**src/rtl/pic_pkg.sv**
```systemverilog
// Package for the priority interrupt controller: register selects, reset values, field layout and carrier types
package pic_pkg;

   // ************************************************************
   // Register select codes
   // ************************************************************
   localparam logic [2:0]  SEL_PENDING_LOW    = 3'h0;
   localparam logic [2:0]  SEL_MASK_LOW       = 3'h1;
   localparam logic [2:0]  SEL_PRIO_LOW       = 3'h2;
   localparam logic [2:0]  SEL_ID_A           = 3'h3;
   localparam logic [2:0]  SEL_PENDING_HIGH   = 3'h4;
   localparam logic [2:0]  SEL_MASK_HIGH      = 3'h5;
   localparam logic [2:0]  SEL_PRIO_HIGH      = 3'h6;
   localparam logic [2:0]  SEL_ID_B           = 3'h7;

   // ************************************************************
   // Reset values and the fixed priority order of sources 16-23
   // ************************************************************
   localparam logic [31:0] PENDING_RESET      = 32'h0000_0000;
   localparam logic [15:0] MASK_RESET         = 16'h0000;
   localparam logic [12:0] PRIO_LOW_RESET     = 13'h0010;
   localparam logic [7:0]  PRIO_HIGH_RESET    = 8'h10;
   localparam logic [7:0]  PRIO_FIXED_ORDER   = 8'h10;
   localparam logic [15:0] READ_RESET         = 16'h0000;

   // ************************************************************
   // Field layout
   // ************************************************************
   localparam int unsigned PRIO_DIR_BIT       = 4;
   localparam int unsigned PRIO_SWAP_BIT      = 8;
   localparam int unsigned ID_FIELD_LSB       = 9;
   localparam int unsigned ID_FIELD_MSB       = 13;
   localparam logic [7:0]  CLEAR_ALL_UPPER    = 8'h40;
   localparam logic [7:0]  CLEAR_ALL_LOWER    = 8'h00;
   localparam logic [4:0]  BASE_BYTE_A        = 5'h00;
   localparam logic [4:0]  BASE_BYTE_B        = 5'h08;
   localparam logic [4:0]  BASE_BYTE_C        = 5'h10;
   localparam logic [4:0]  BASE_BYTE_D        = 5'h18;

   // ************************************************************
   // Carrier types
   // ************************************************************
   typedef struct packed {
      logic       valid;
      logic [4:0] idx;
   } pic_win_type;

   typedef struct packed {
      logic [31:0] pending;
      logic [31:0] mask;
      logic [12:0] prio_low;
      logic [7:0]  prio_high;
      logic [31:0] src_prev;
      logic        wr_prev_n;
      logic        rd_prev_n;
      logic        ack_prev_n;
      pic_win_type winner;
      logic [15:0] read_bus;
      logic        clr_pulse_n;
      logic        resume;
   } pic_state_type;

endpackage

```
**src/rtl/pic_controller.sv**
```systemverilog
// Priority interrupt controller: 32 edge sources, masking, programmable priority (sources 16-23 fixed order) and winner ID register
`timescale 1ns/1ps

module pic_controller
   import pic_pkg::*;
(
   // Clock, reset, enable
   input  wire logic        i_clk,
   input  wire logic        i_nrst,
   input  wire logic        i_ce,
   // Register port
   input  wire logic [2:0]  i_reg_select,
   input  wire logic        i_upper_lane_strobe,
   input  wire logic        i_lower_lane_strobe,
   input  wire logic        i_write_strobe_n,
   input  wire logic        i_read_strobe_n,
   input  wire logic [15:0] i_write_bus,
   output logic      [15:0] o_read_bus,
   // Core interrupt handshake
   input  wire logic        i_core_ack_n,
   output logic             o_core_irq_n,
   output logic      [4:0]  o_winner_index,
   output logic             o_id_clear_pulse_n,
   output logic             o_resume_request,
   // Sources
   input  wire logic [31:0] i_source_requests
);

   // ************************************************************
   // Helper functions
   // ************************************************************
   // Scan from lowest to highest rank so the top-ranked request is written last
   function automatic pic_win_type pick_byte(input logic [7:0] req,
                                             input logic [7:0] cfg,
                                             input logic [4:0] base);
      pic_win_type w;
      logic [2:0]  pos;
      logic [2:0]  k3;
      w.valid = 1'b0;
      w.idx   = base;
      for (int k = 7; k >= 0; k--) begin
         k3  = 3'(k);
         pos = cfg[PRIO_DIR_BIT] ? 3'(cfg[2:0] + k3) : 3'(cfg[2:0] - k3);
         if (req[pos]) begin
            w.valid = 1'b1;
            w.idx   = base | {2'b00, pos};
         end
      end
      return w;
   endfunction

   function automatic logic [15:0] lane_mask(input logic up, input logic lo);
      return {{8{up}}, {8{lo}}};
   endfunction

   function automatic logic [15:0] merge_lanes(input logic [15:0] old_v,
                                               input logic [15:0] data,
                                               input logic [15:0] lanes);
      return (old_v & ~lanes) | (data & lanes);
   endfunction

   // ************************************************************
   // State
   // ************************************************************
   pic_state_type st;
   pic_state_type next_st;
   logic          irq_n;

   pic_win_type   win_a;
   pic_win_type   win_b;
   pic_win_type   win_c;
   pic_win_type   win_d;
   pic_win_type   cur;
   logic [31:0]   live;
   logic [31:0]   edge_vec;
   logic [15:0]   lanes;
   logic          wr_req;
   logic          rd_req;
   logic          id_sel;
   logic          id_rd;
   logic          id_wr;
   logic          clr_all;
   logic          clr_one;
   logic [4:0]    clr_idx;
   logic [15:0]   rd_word;

   // ************************************************************
   // Arbitration
   // ************************************************************
   assign live     = st.pending & st.mask;
   assign edge_vec = i_source_requests & ~st.src_prev;

   always_comb begin
      win_a = pick_byte(live[7:0], st.prio_low[7:0], BASE_BYTE_A);
      win_b = pick_byte(live[15:8], st.prio_low[7:0], BASE_BYTE_B);
      win_c = pick_byte(live[23:16], PRIO_FIXED_ORDER, BASE_BYTE_C);
      win_d = pick_byte(live[31:24], st.prio_high, BASE_BYTE_D);
      // Subgroup swap decides which low byte is consulted first
      if (st.prio_low[PRIO_SWAP_BIT]) begin
         cur = win_b.valid ? win_b : win_a;
      end else begin
         cur = win_a.valid ? win_a : win_b;
      end
      // Low half always ahead of the high half
      if (!cur.valid) begin
         cur = win_c.valid ? win_c : win_d;
      end
      // An empty scan reads as index zero, not as the last group's base
      if (!cur.valid) begin
         cur.idx = 5'h00;
      end
   end

   // ************************************************************
   // Register port decode
   // ************************************************************
   // Act once per strobe, on its first low sample, so a long strobe is one access
   assign wr_req  = !i_write_strobe_n && st.wr_prev_n && (i_upper_lane_strobe || i_lower_lane_strobe);
   assign rd_req  = !i_read_strobe_n && st.rd_prev_n && (i_upper_lane_strobe || i_lower_lane_strobe);
   assign lanes   = lane_mask(i_upper_lane_strobe, i_lower_lane_strobe);
   assign id_sel  = (i_reg_select == SEL_ID_A) || (i_reg_select == SEL_ID_B);
   assign id_rd   = rd_req && id_sel;
   assign id_wr   = wr_req && id_sel;
   assign clr_all = id_wr && i_upper_lane_strobe && (i_write_bus[15:8] == CLEAR_ALL_UPPER)
                    && (!i_lower_lane_strobe || (i_write_bus[7:0] == CLEAR_ALL_LOWER));
   assign clr_one = id_wr && i_upper_lane_strobe && !clr_all;
   assign clr_idx = i_write_bus[ID_FIELD_MSB:ID_FIELD_LSB];

   always_comb begin
      unique case (i_reg_select)
         SEL_PENDING_LOW:  rd_word = st.pending[15:0];
         SEL_MASK_LOW:     rd_word = st.mask[15:0];
         SEL_PRIO_LOW:     rd_word = {3'h0, st.prio_low};
         SEL_PENDING_HIGH: rd_word = st.pending[31:16];
         SEL_MASK_HIGH:    rd_word = st.mask[31:16];
         SEL_PRIO_HIGH:    rd_word = {8'h00, st.prio_high};
         SEL_ID_A,
         SEL_ID_B:         rd_word = {2'b00, st.winner.idx, 9'h000};
      endcase
   end

   // ************************************************************
   // Next state
   // ************************************************************
   always_comb begin
      next_st            = st;
      next_st.src_prev   = i_source_requests;
      next_st.wr_prev_n  = i_write_strobe_n;
      next_st.rd_prev_n  = i_read_strobe_n;
      next_st.ack_prev_n = i_core_ack_n;

      // Winner still loads on the first edge that samples the acknowledge, then stays frozen so the ISR sees a stable ID
      if (i_core_ack_n || st.ack_prev_n) begin
         next_st.winner = cur;
      end

      // Clears first; sets afterwards so that a fresh edge survives a clear
      if (clr_all) begin
         next_st.pending = PENDING_RESET;
      end
      if (clr_one) begin
         next_st.pending[clr_idx] = 1'b0;
      end
      if (id_rd && st.winner.valid) begin
         next_st.pending[st.winner.idx] = 1'b0;
      end
      next_st.pending = next_st.pending | edge_vec;

      if (wr_req) begin
         unique case (i_reg_select)
            // Writes only ever add pending bits
            SEL_PENDING_LOW:  next_st.pending[15:0]  = next_st.pending[15:0] | (i_write_bus & lanes);
            SEL_PENDING_HIGH: next_st.pending[31:16] = next_st.pending[31:16] | (i_write_bus & lanes);
            SEL_MASK_LOW:     next_st.mask[15:0]     = merge_lanes(st.mask[15:0], i_write_bus, lanes);
            SEL_MASK_HIGH:    next_st.mask[31:16]    = merge_lanes(st.mask[31:16], i_write_bus, lanes);
            SEL_PRIO_LOW:     next_st.prio_low       = 13'(merge_lanes({3'h0, st.prio_low}, i_write_bus, lanes));
            SEL_PRIO_HIGH:    next_st.prio_high      = 8'(merge_lanes({8'h00, st.prio_high}, i_write_bus, lanes));
            SEL_ID_A,
            SEL_ID_B:         next_st.winner         = next_st.winner;
         endcase
      end

      if (rd_req) begin
         next_st.read_bus = rd_word & lanes;
      end

      next_st.clr_pulse_n = !(id_rd || clr_all);
      next_st.resume      = |next_st.pending;
   end

   // ************************************************************
   // Registers
   // ************************************************************
   always_ff @(posedge i_clk or negedge i_nrst) begin
      if (!i_nrst) begin
         st.pending     <= PENDING_RESET;
         st.mask        <= {MASK_RESET, MASK_RESET};
         st.prio_low    <= PRIO_LOW_RESET;
         st.prio_high   <= PRIO_HIGH_RESET;
         st.src_prev    <= PENDING_RESET;
         st.wr_prev_n   <= 1'b1;
         st.rd_prev_n   <= 1'b1;
         st.ack_prev_n  <= 1'b1;
         st.winner      <= '0;
         st.read_bus    <= READ_RESET;
         st.clr_pulse_n <= 1'b1;
         st.resume      <= 1'b0;
      end else if (i_ce) begin
         st <= next_st;
      end
   end

   // Falling-edge stage gives the core a half cycle of setup on the request
   always_ff @(negedge i_clk or negedge i_nrst) begin
      if (!i_nrst) begin
         irq_n <= 1'b1;
      end else if (i_ce) begin
         irq_n <= !(|live);
      end
   end

   assign o_core_irq_n       = irq_n;
   assign o_winner_index     = st.winner.idx;
   assign o_read_bus         = st.read_bus;
   assign o_id_clear_pulse_n = st.clr_pulse_n;
   assign o_resume_request   = st.resume;

   // ************************************************************
   // Assertions
   // ************************************************************
   logic [31:0] win_onehot;
   assign win_onehot = 32'h0000_0001 << st.winner.idx;

   property p_edge_sets;
      @(posedge i_clk) disable iff (!i_nrst)
      i_ce && (edge_vec != 32'h0000_0000) |=> ((st.pending & $past(edge_vec)) == $past(edge_vec));
   endproperty
   a_edge_sets: assert property (p_edge_sets) else $error("source edge did not set pending");

   property p_no_clear_without_id;
      @(posedge i_clk) disable iff (!i_nrst)
      i_ce && !id_rd && !id_wr |=> ((st.pending & $past(st.pending)) == $past(st.pending));
   endproperty
   a_no_clear_without_id: assert property (p_no_clear_without_id) else $error("pending bit lost");

   property p_read_clears;
      @(posedge i_clk) disable iff (!i_nrst)
      i_ce && id_rd && st.winner.valid && ((edge_vec & win_onehot) == 32'h0000_0000)
      |=> ((st.pending & $past(win_onehot)) == 32'h0000_0000);
   endproperty
   a_read_clears: assert property (p_read_clears) else $error("ID read left winner pending");

   property p_winner_unmasked;
      @(posedge i_clk) disable iff (!i_nrst)
      cur.valid |-> live[cur.idx];
   endproperty
   a_winner_unmasked: assert property (p_winner_unmasked) else $error("masked source won");

   property p_low_half_first;
      @(posedge i_clk) disable iff (!i_nrst)
      (live[15:0] != 16'h0000) |-> (cur.valid && !cur.idx[4]);
   endproperty
   a_low_half_first: assert property (p_low_half_first) else $error("high half beat low half");

   property p_clear_all;
      @(posedge i_clk) disable iff (!i_nrst)
      i_ce && clr_all |=> ((st.pending & ~$past(edge_vec)) == 32'h0000_0000);
   endproperty
   a_clear_all: assert property (p_clear_all) else $error("clear-all left pending bits");

   property p_clear_pulse;
      @(posedge i_clk) disable iff (!i_nrst)
      i_ce |=> (o_id_clear_pulse_n == !($past(id_rd) || $past(clr_all)));
   endproperty
   a_clear_pulse: assert property (p_clear_pulse) else $error("clear pulse wrong");

   property p_irq_level;
      @(negedge i_clk) disable iff (!i_nrst)
      i_ce |=> (o_core_irq_n == !$past(|live));
   endproperty
   a_irq_level: assert property (p_irq_level) else $error("interrupt output wrong");

   property p_resume;
      @(posedge i_clk) disable iff (!i_nrst)
      o_resume_request == (|st.pending);
   endproperty
   a_resume: assert property (p_resume) else $error("resume output wrong");

   property p_id_value;
      @(posedge i_clk) disable iff (!i_nrst)
      i_ce && id_rd && i_upper_lane_strobe |=> (o_read_bus[13:9] == $past(st.winner.idx));
   endproperty
   a_id_value: assert property (p_id_value) else $error("ID read value wrong");

   property p_mask_reset;
      @(posedge i_clk)
      $rose(i_nrst) |-> (st.mask == 32'h0000_0000) && (st.prio_low == PRIO_LOW_RESET);
   endproperty
   a_mask_reset: assert property (p_mask_reset) else $error("reset values wrong");

   property p_one_winner;
      @(posedge i_clk) disable iff (!i_nrst)
      (live != 32'h0000_0000) |-> cur.valid;
   endproperty
   a_one_winner: assert property (p_one_winner) else $error("unmasked pending without a winner");

   property p_read_lanes;
      @(posedge i_clk) disable iff (!i_nrst)
      i_ce && rd_req && !i_upper_lane_strobe |=> (o_read_bus[15:8] == 8'h00);
   endproperty
   a_read_lanes: assert property (p_read_lanes) else $error("disabled read lane not zero");

   // The ISR must see the same ID for the whole acknowledge
   property p_winner_frozen;
      @(posedge i_clk) disable iff (!i_nrst)
      i_ce && !i_core_ack_n && !st.ack_prev_n |=> $stable(st.winner);
   endproperty
   a_winner_frozen: assert property (p_winner_frozen) else $error("winner moved during acknowledge");

   property p_id_write_clears;
      @(posedge i_clk) disable iff (!i_nrst)
      i_ce && clr_one && !edge_vec[clr_idx] |=> !st.pending[$past(clr_idx)];
   endproperty
   a_id_write_clears: assert property (p_id_write_clears) else $error("ID write left bit pending");

   property p_pending_write_sets;
      @(posedge i_clk) disable iff (!i_nrst)
      i_ce && wr_req && (i_reg_select == SEL_PENDING_LOW)
      |=> ((st.pending[15:0] & $past(i_write_bus & lanes)) == $past(i_write_bus & lanes));
   endproperty
   a_pending_write_sets: assert property (p_pending_write_sets) else $error("pending write lost a one");

   c_read_clear: cover property (@(posedge i_clk) disable iff (!i_nrst) id_rd && st.winner.valid);
   c_clear_all: cover property (@(posedge i_clk) disable iff (!i_nrst) clr_all);
   c_unmask_raise: cover property (@(posedge i_clk) disable iff (!i_nrst)
      (st.pending != 32'h0000_0000) && (live == 32'h0000_0000) ##1 (live != 32'h0000_0000));
   c_swap_order: cover property (@(posedge i_clk) disable iff (!i_nrst)
      st.prio_low[PRIO_SWAP_BIT] && win_a.valid && win_b.valid);
   c_acked_read: cover property (@(posedge i_clk) disable iff (!i_nrst) !i_core_ack_n && id_rd);

endmodule

```
**config.mk**
```make
export PLATFORM = sky130hd
export DESIGN_NAME = pic_controller
export DESIGN_NICKNAME = d
export VERILOG_FILES = /design/src/rtl/pic_pkg.sv /design/src/rtl/pic_controller.sv
export SDC_FILE = /design/constraint.sdc
export NUM_CORES = 1
export LEC_CHECK = 0
export BUFFER_PORTS_ARGS = -buffer_cell sky130_fd_sc_hd__buf_2
export CORE_MARGIN = 10
export CORE_UTILIZATION = 30
export CTS_BUF_LIST = sky130_fd_sc_hd__clkbuf_8
export DETAILED_ROUTE_END_ITERATION = 6
export SLEW_MARGIN = 20
export SYNTH_ARGS = -nofsm -noshare
export SYNTH_HDL_FRONTEND = slang
export SYNTH_SLANG_ARGS = --single-unit
```
**constraint.sdc**
```tcl
create_clock -name i_clk -period 6.05 [get_ports i_clk]
set_input_delay 1.5125 -clock i_clk [delete_from_list [all_inputs] [get_ports i_clk]]
set_output_delay 1.5125 -clock i_clk [all_outputs]
set_load 0.005 [all_outputs]
```
==> Word-level counts from Yosys, hierarchy flattened <==
Index checks and enable logic that the tools add are counted.
{ "op_classes": {"n_bitwise": 21, "muxes": 115, "n_shift": 0, "div_mod_pow": 0, "n_mul": 0, "add_sub_neg": 28, "eq_ne": 8, "order_cmp": 20, "reduce_logical": 35} }
{ "op_table": {"columns": ["op", "n"], "rows": [
  ["6-bit 2-to-1 mux", 37],
  ["32-bit AND", 4],
  ["16-bit one-hot mux with 7 select lines", 1],
  ["32-bit 2-to-1 mux", 3],
  ["32-bit inverter", 3],
  ["85-bit 2-to-1 mux", 1],
  ["1-bit binary-select mux with 3-bit select", 24],
  ["16-bit AND", 4],
  ["3-bit by 4-bit < comparator with 1-bit output, second input constant", 16],
  ["16-bit 2-to-1 mux", 4],
  ["16-bit OR", 4],
  ["32-bit OR reduction", 2],
  ["3-bit 2-to-1 mux", 14],
  ["32-bit OR", 1],
  ["1-bit 2-to-1 mux", 26],
  ["3-bit adder, second input constant", 8],
  ["3-bit subtractor, second input constant", 8],
  ["16-bit inverter", 1],
  ["13-bit AND", 1],
  ["1-bit logical AND", 13],
  ["13-bit 2-to-1 mux", 1],
  ["13-bit OR", 1],
  ["3-bit by 2-bit adder with 3-bit output, second input constant", 4],
  ["3-bit == test, second input constant", 4],
  ["other kinds (20)", 42]
]} }
{ "word_totals": {"latchBits": 0, "n_memories": 0, "romBits": 0, "ff_bits": 145, "output_inout_bits": 24, "ramBits": 0} }

==> Longest topological paths before layout <==
{ "depth": {"ltp_word": 17, "mapped_depth": 11, "depth_no_buf": 10} }

==> summary.txt <==
Setup path
  • Endpoint type of the worst setup path: output pin
  • CP required: 4.54 ns
  • CP max FO: 2
  • Arrival time worst endpoint: between 4 and 5 ns
  • Crit Reg-Reg Startpoint: st[133]
  • Critical path's slowest cell: dfstp_2
  • Worst path cell trace: buf_2
  • R2r setup slk: approximately 0.97 ns
  • Critical path's top delay family: flip-flops
  • R2r endpoint: o_core_irq_n
  • Cells on worst reg2reg path: 5
  • CP Buf/Inv Count: 1
  • Critical Path Source Type: flop
  • CP Class: flop to output pin
  • Delay of the slowest critical-path stage: about 0.53 ns

Floorplanning
  • Die Y: 201 um
  • Die Area: 40600 um^2
  • Core Box Area: 32500 um^2
  • Number of top-level pins: 83
  • Initial Utilization: 0.304
  • Die Wd: roughly 200 um
  • Row cnt: 66

Clocking
  • Reg clk slew, reported paths: 0.09 ns
  • Quantity of gates resized following cts: 0
  • Clock sink count: roughly 150
  • CTS Buf Count: 17
  • CTS Hold Bufs: 0
  • TritonCTS clock tree: yes
  • Post-CTS Setup Inserts: 0
  • Clock Tree Root: clkbuf_8
  • Htree depth: 4
  • Max clock buf depth: 2
  • Clock latency on the worst-skew pair: around 0.48 ns

Power and ir drop
  • Pwr Total: 3.33 mW
  • Pleak: about 4.4 nW
  • Register share of total power: 0.373
  • Peak VDD IR: 0.000136 V
  • PD cells: 305 nW/um^2
  • Internal Pwr Total: about 2.0 mW
  • Switch Pwr: about 1.4 mW
  • Gate power share: 0.399
  • Clk pwr share: 0.228
  • Switching portion of total power: 0.407

Synthesis
  • Post-Syn Instances: between 1000 and 1500
  • Synth Cell Area: 9880 um^2
  • Synth cell types: 73
  • Avg Cell Area, Syn: approximately 9 um^2
  • Register bit count reported by yosys: around 150
  • Number of synthesized flops with an enable pin: 0
  • Top cells by area, synth: dfrtp_1, mux4_2, mux2_2
  • Share of the synthesized area in the top cell type: 0.349
  • Async SR Flop Fraction: 1.00
  • Yosys top cell by area: dfrtp_1
  • Yosys Warn Count: 0
  • Net Count, Synth: between 1000 and 1500
  • Sequential cell area fraction in the yosys report: 0.368
  • Most used flip-flop cell after synthesis: dfrtp_1

Placement
  • HPWL after DPL: 27200 um
  • PortBufs: 82
  • Placed Area: approximately 11000 um^2
  • GPL Wtd Cong: 0.976

Timing
  • Unrepaired setup endpoints after global routing: no
  • Post-Route Skew: 0.0135 ns
  • Final Hold Fails: 0
  • Setup TNS: 0 ns
  • Slew Viols, Final: 0
  • Max-slew headroom: 0.412
  • Slew @ Worst Pin: slightly below 0.9 ns
  • Final setup fails: 0

Routing
  • Final wirelength: 36700 um
  • Via count: 9369
  • DRT Pass-1 Iters: 7
  • Residual DRC: 2
  • Vias per Instance: 5.91
  • WL per Instance: 23.1 um
  • Initial DRC Count: 1586
  • Final ANT Viol Nets: 0

Finish
  • Final nets: 1193
  • Area growth, synth to finish: 10.7%
  • Most frequent cells in the layout: dfrtp_1, nand2_1, o21ai_0
  • Final instance area: 10900 um^2
  • Core Util, Final: 0.336
  • Fillers: 3441
  • Layout cells sized above 1: 0.212
  • N_diodes: 0
  • Commonest non-fill, non-tap cell in the layout: dfrtp_1

Hold path
  • Hold Crit Endpoint: o_read_bus[10]
  • Hold Crit Class: flop to flop
  • Min-delay src: o_read_bus[10]
  • Hold Path Stages: 2

Global routing
  • Vias in the first global route: 8986
  • Aggregate global routing overflow: 0
  • Initial antenna violation count: 1
  • First-pass GRT wire length: 56100 um
  • Largest net degree at the start of global routing: 91
  • GRT Overall Usage: 0.177

Flow run
  • Max_cap viols: 0

Outcome
  • Failing checks: design-rule violations
  • Status: finished, violations left
-- cell families after synthesis --
| kind of cell | after synthesis | synth area share |
|---|---|---|
| flip-flops | 145 | 0.368 |
| multiplexers | 103 | 0.151 |
| adder cells (fa/ha/maj) | 4 | 0.00810 |
| AND/OR/NAND/NOR | 339 | 0.165 |
| buffers and inverters | 139 | 0.0631 |
| XOR/XNOR | 11 | 0.0139 |
| AO/OA/AOI/OAI | 356 | 0.230 |
-- worst register-to-register path: stages (launching register included) --
cell and delay, ns:
dfrtp_1 0.44, a22oi_1 0.29, nand2_1 0.15, nor4_1 0.60, and3_1 0.35, mux2_2 0.18
-- routing by layer --
layer	wire, um	vias to the layer above	part of all wire	global-route usage
li1	-	4143	-	-
met3	3550	106	0.097	0.0365
met2	16500	557	0.45	0.273
met5	8	-	0.00022	0
met4	1330	2	0.036	0.0679
met1	15300	4561	0.42	0.237
-- worst max-delay path by stage --
| stage | startpoint | slack, ns | to | depth (start not counted) |
|---|---|---|---|---|
| 2_1_floorplan | i_ce | 0.26 | o_core_irq_n | 4 |
| 6_report | o_core_irq_n | 0.41 | o_core_irq_n | 1 |
| 5_1_grt | o_core_irq_n | 0.36 | o_core_irq_n | 1 |
| 3_3_place_gp | o_core_irq_n | 0.87 | o_core_irq_n | 1 |
| 3_5_place_dp | o_core_irq_n | 0.87 | o_core_irq_n | 1 |
| 4_1_cts | o_core_irq_n | 0.38 | o_core_irq_n | 1 |
-- metrics by stage --
| stage | instances | hold WS [ns] | worst slack (ns) |
|---|---|---|---|
| detailed placement | 1553 | 0.465 | 0.874 |
| CTS | 1585 | 0.484 | 0.382 |
| global placement | 1553 | 0.459 | 0.873 |
| floorplan | 1097 | 0.445 | 0.261 |
| finish | 1585 | 0.477 | 0.406 |
| global route | 1585 | 0.505 | 0.360 |
-- area by class of cell --
class / instances / area (um^2) / area share
clock buffers: 19 / 262 / 0.0239
clock inverters: 14 / 115 / 0.0105
inverters: 55 / 206 / 0.0189
multi-input cells: 813 / 5640 / 0.515
flip-flops and latches: 145 / 3640 / 0.332
well taps: 442 / 553 / 0.0505
repair buffers: 97 / 532 / 0.0486
-- Yosys cell counts (14+ instances only) --
cell type  instances
dfrtp_1          138
nand2_1          132
o21ai_0          116
a21oi_1           96
nor2_1            73
mux2_2            59
inv_1             55
clkbuf_1          45
mux4_2            31
a222oi_1          22
and2_1            22
buf_4             22
nand4_1           20
nand2b_1          19
a211oi_1          15
a221oi_1          15
nand3_1           15
o31ai_1           15
a22oi_1           14
-- power by group through the flow --
stage	clock [mW]	combinational, mW	sequential (mW)
2_1_floorplan	0.00207	0.992	1.17
3_3_place_gp	0.00207	1.30	1.26
3_5_place_dp	0.00207	1.30	1.26
4_1_cts	0.775	1.31	1.24
5_1_grt	0.815	1.44	1.26
6_report	0.760	1.33	1.24
(Power assumes the default switching activity.)
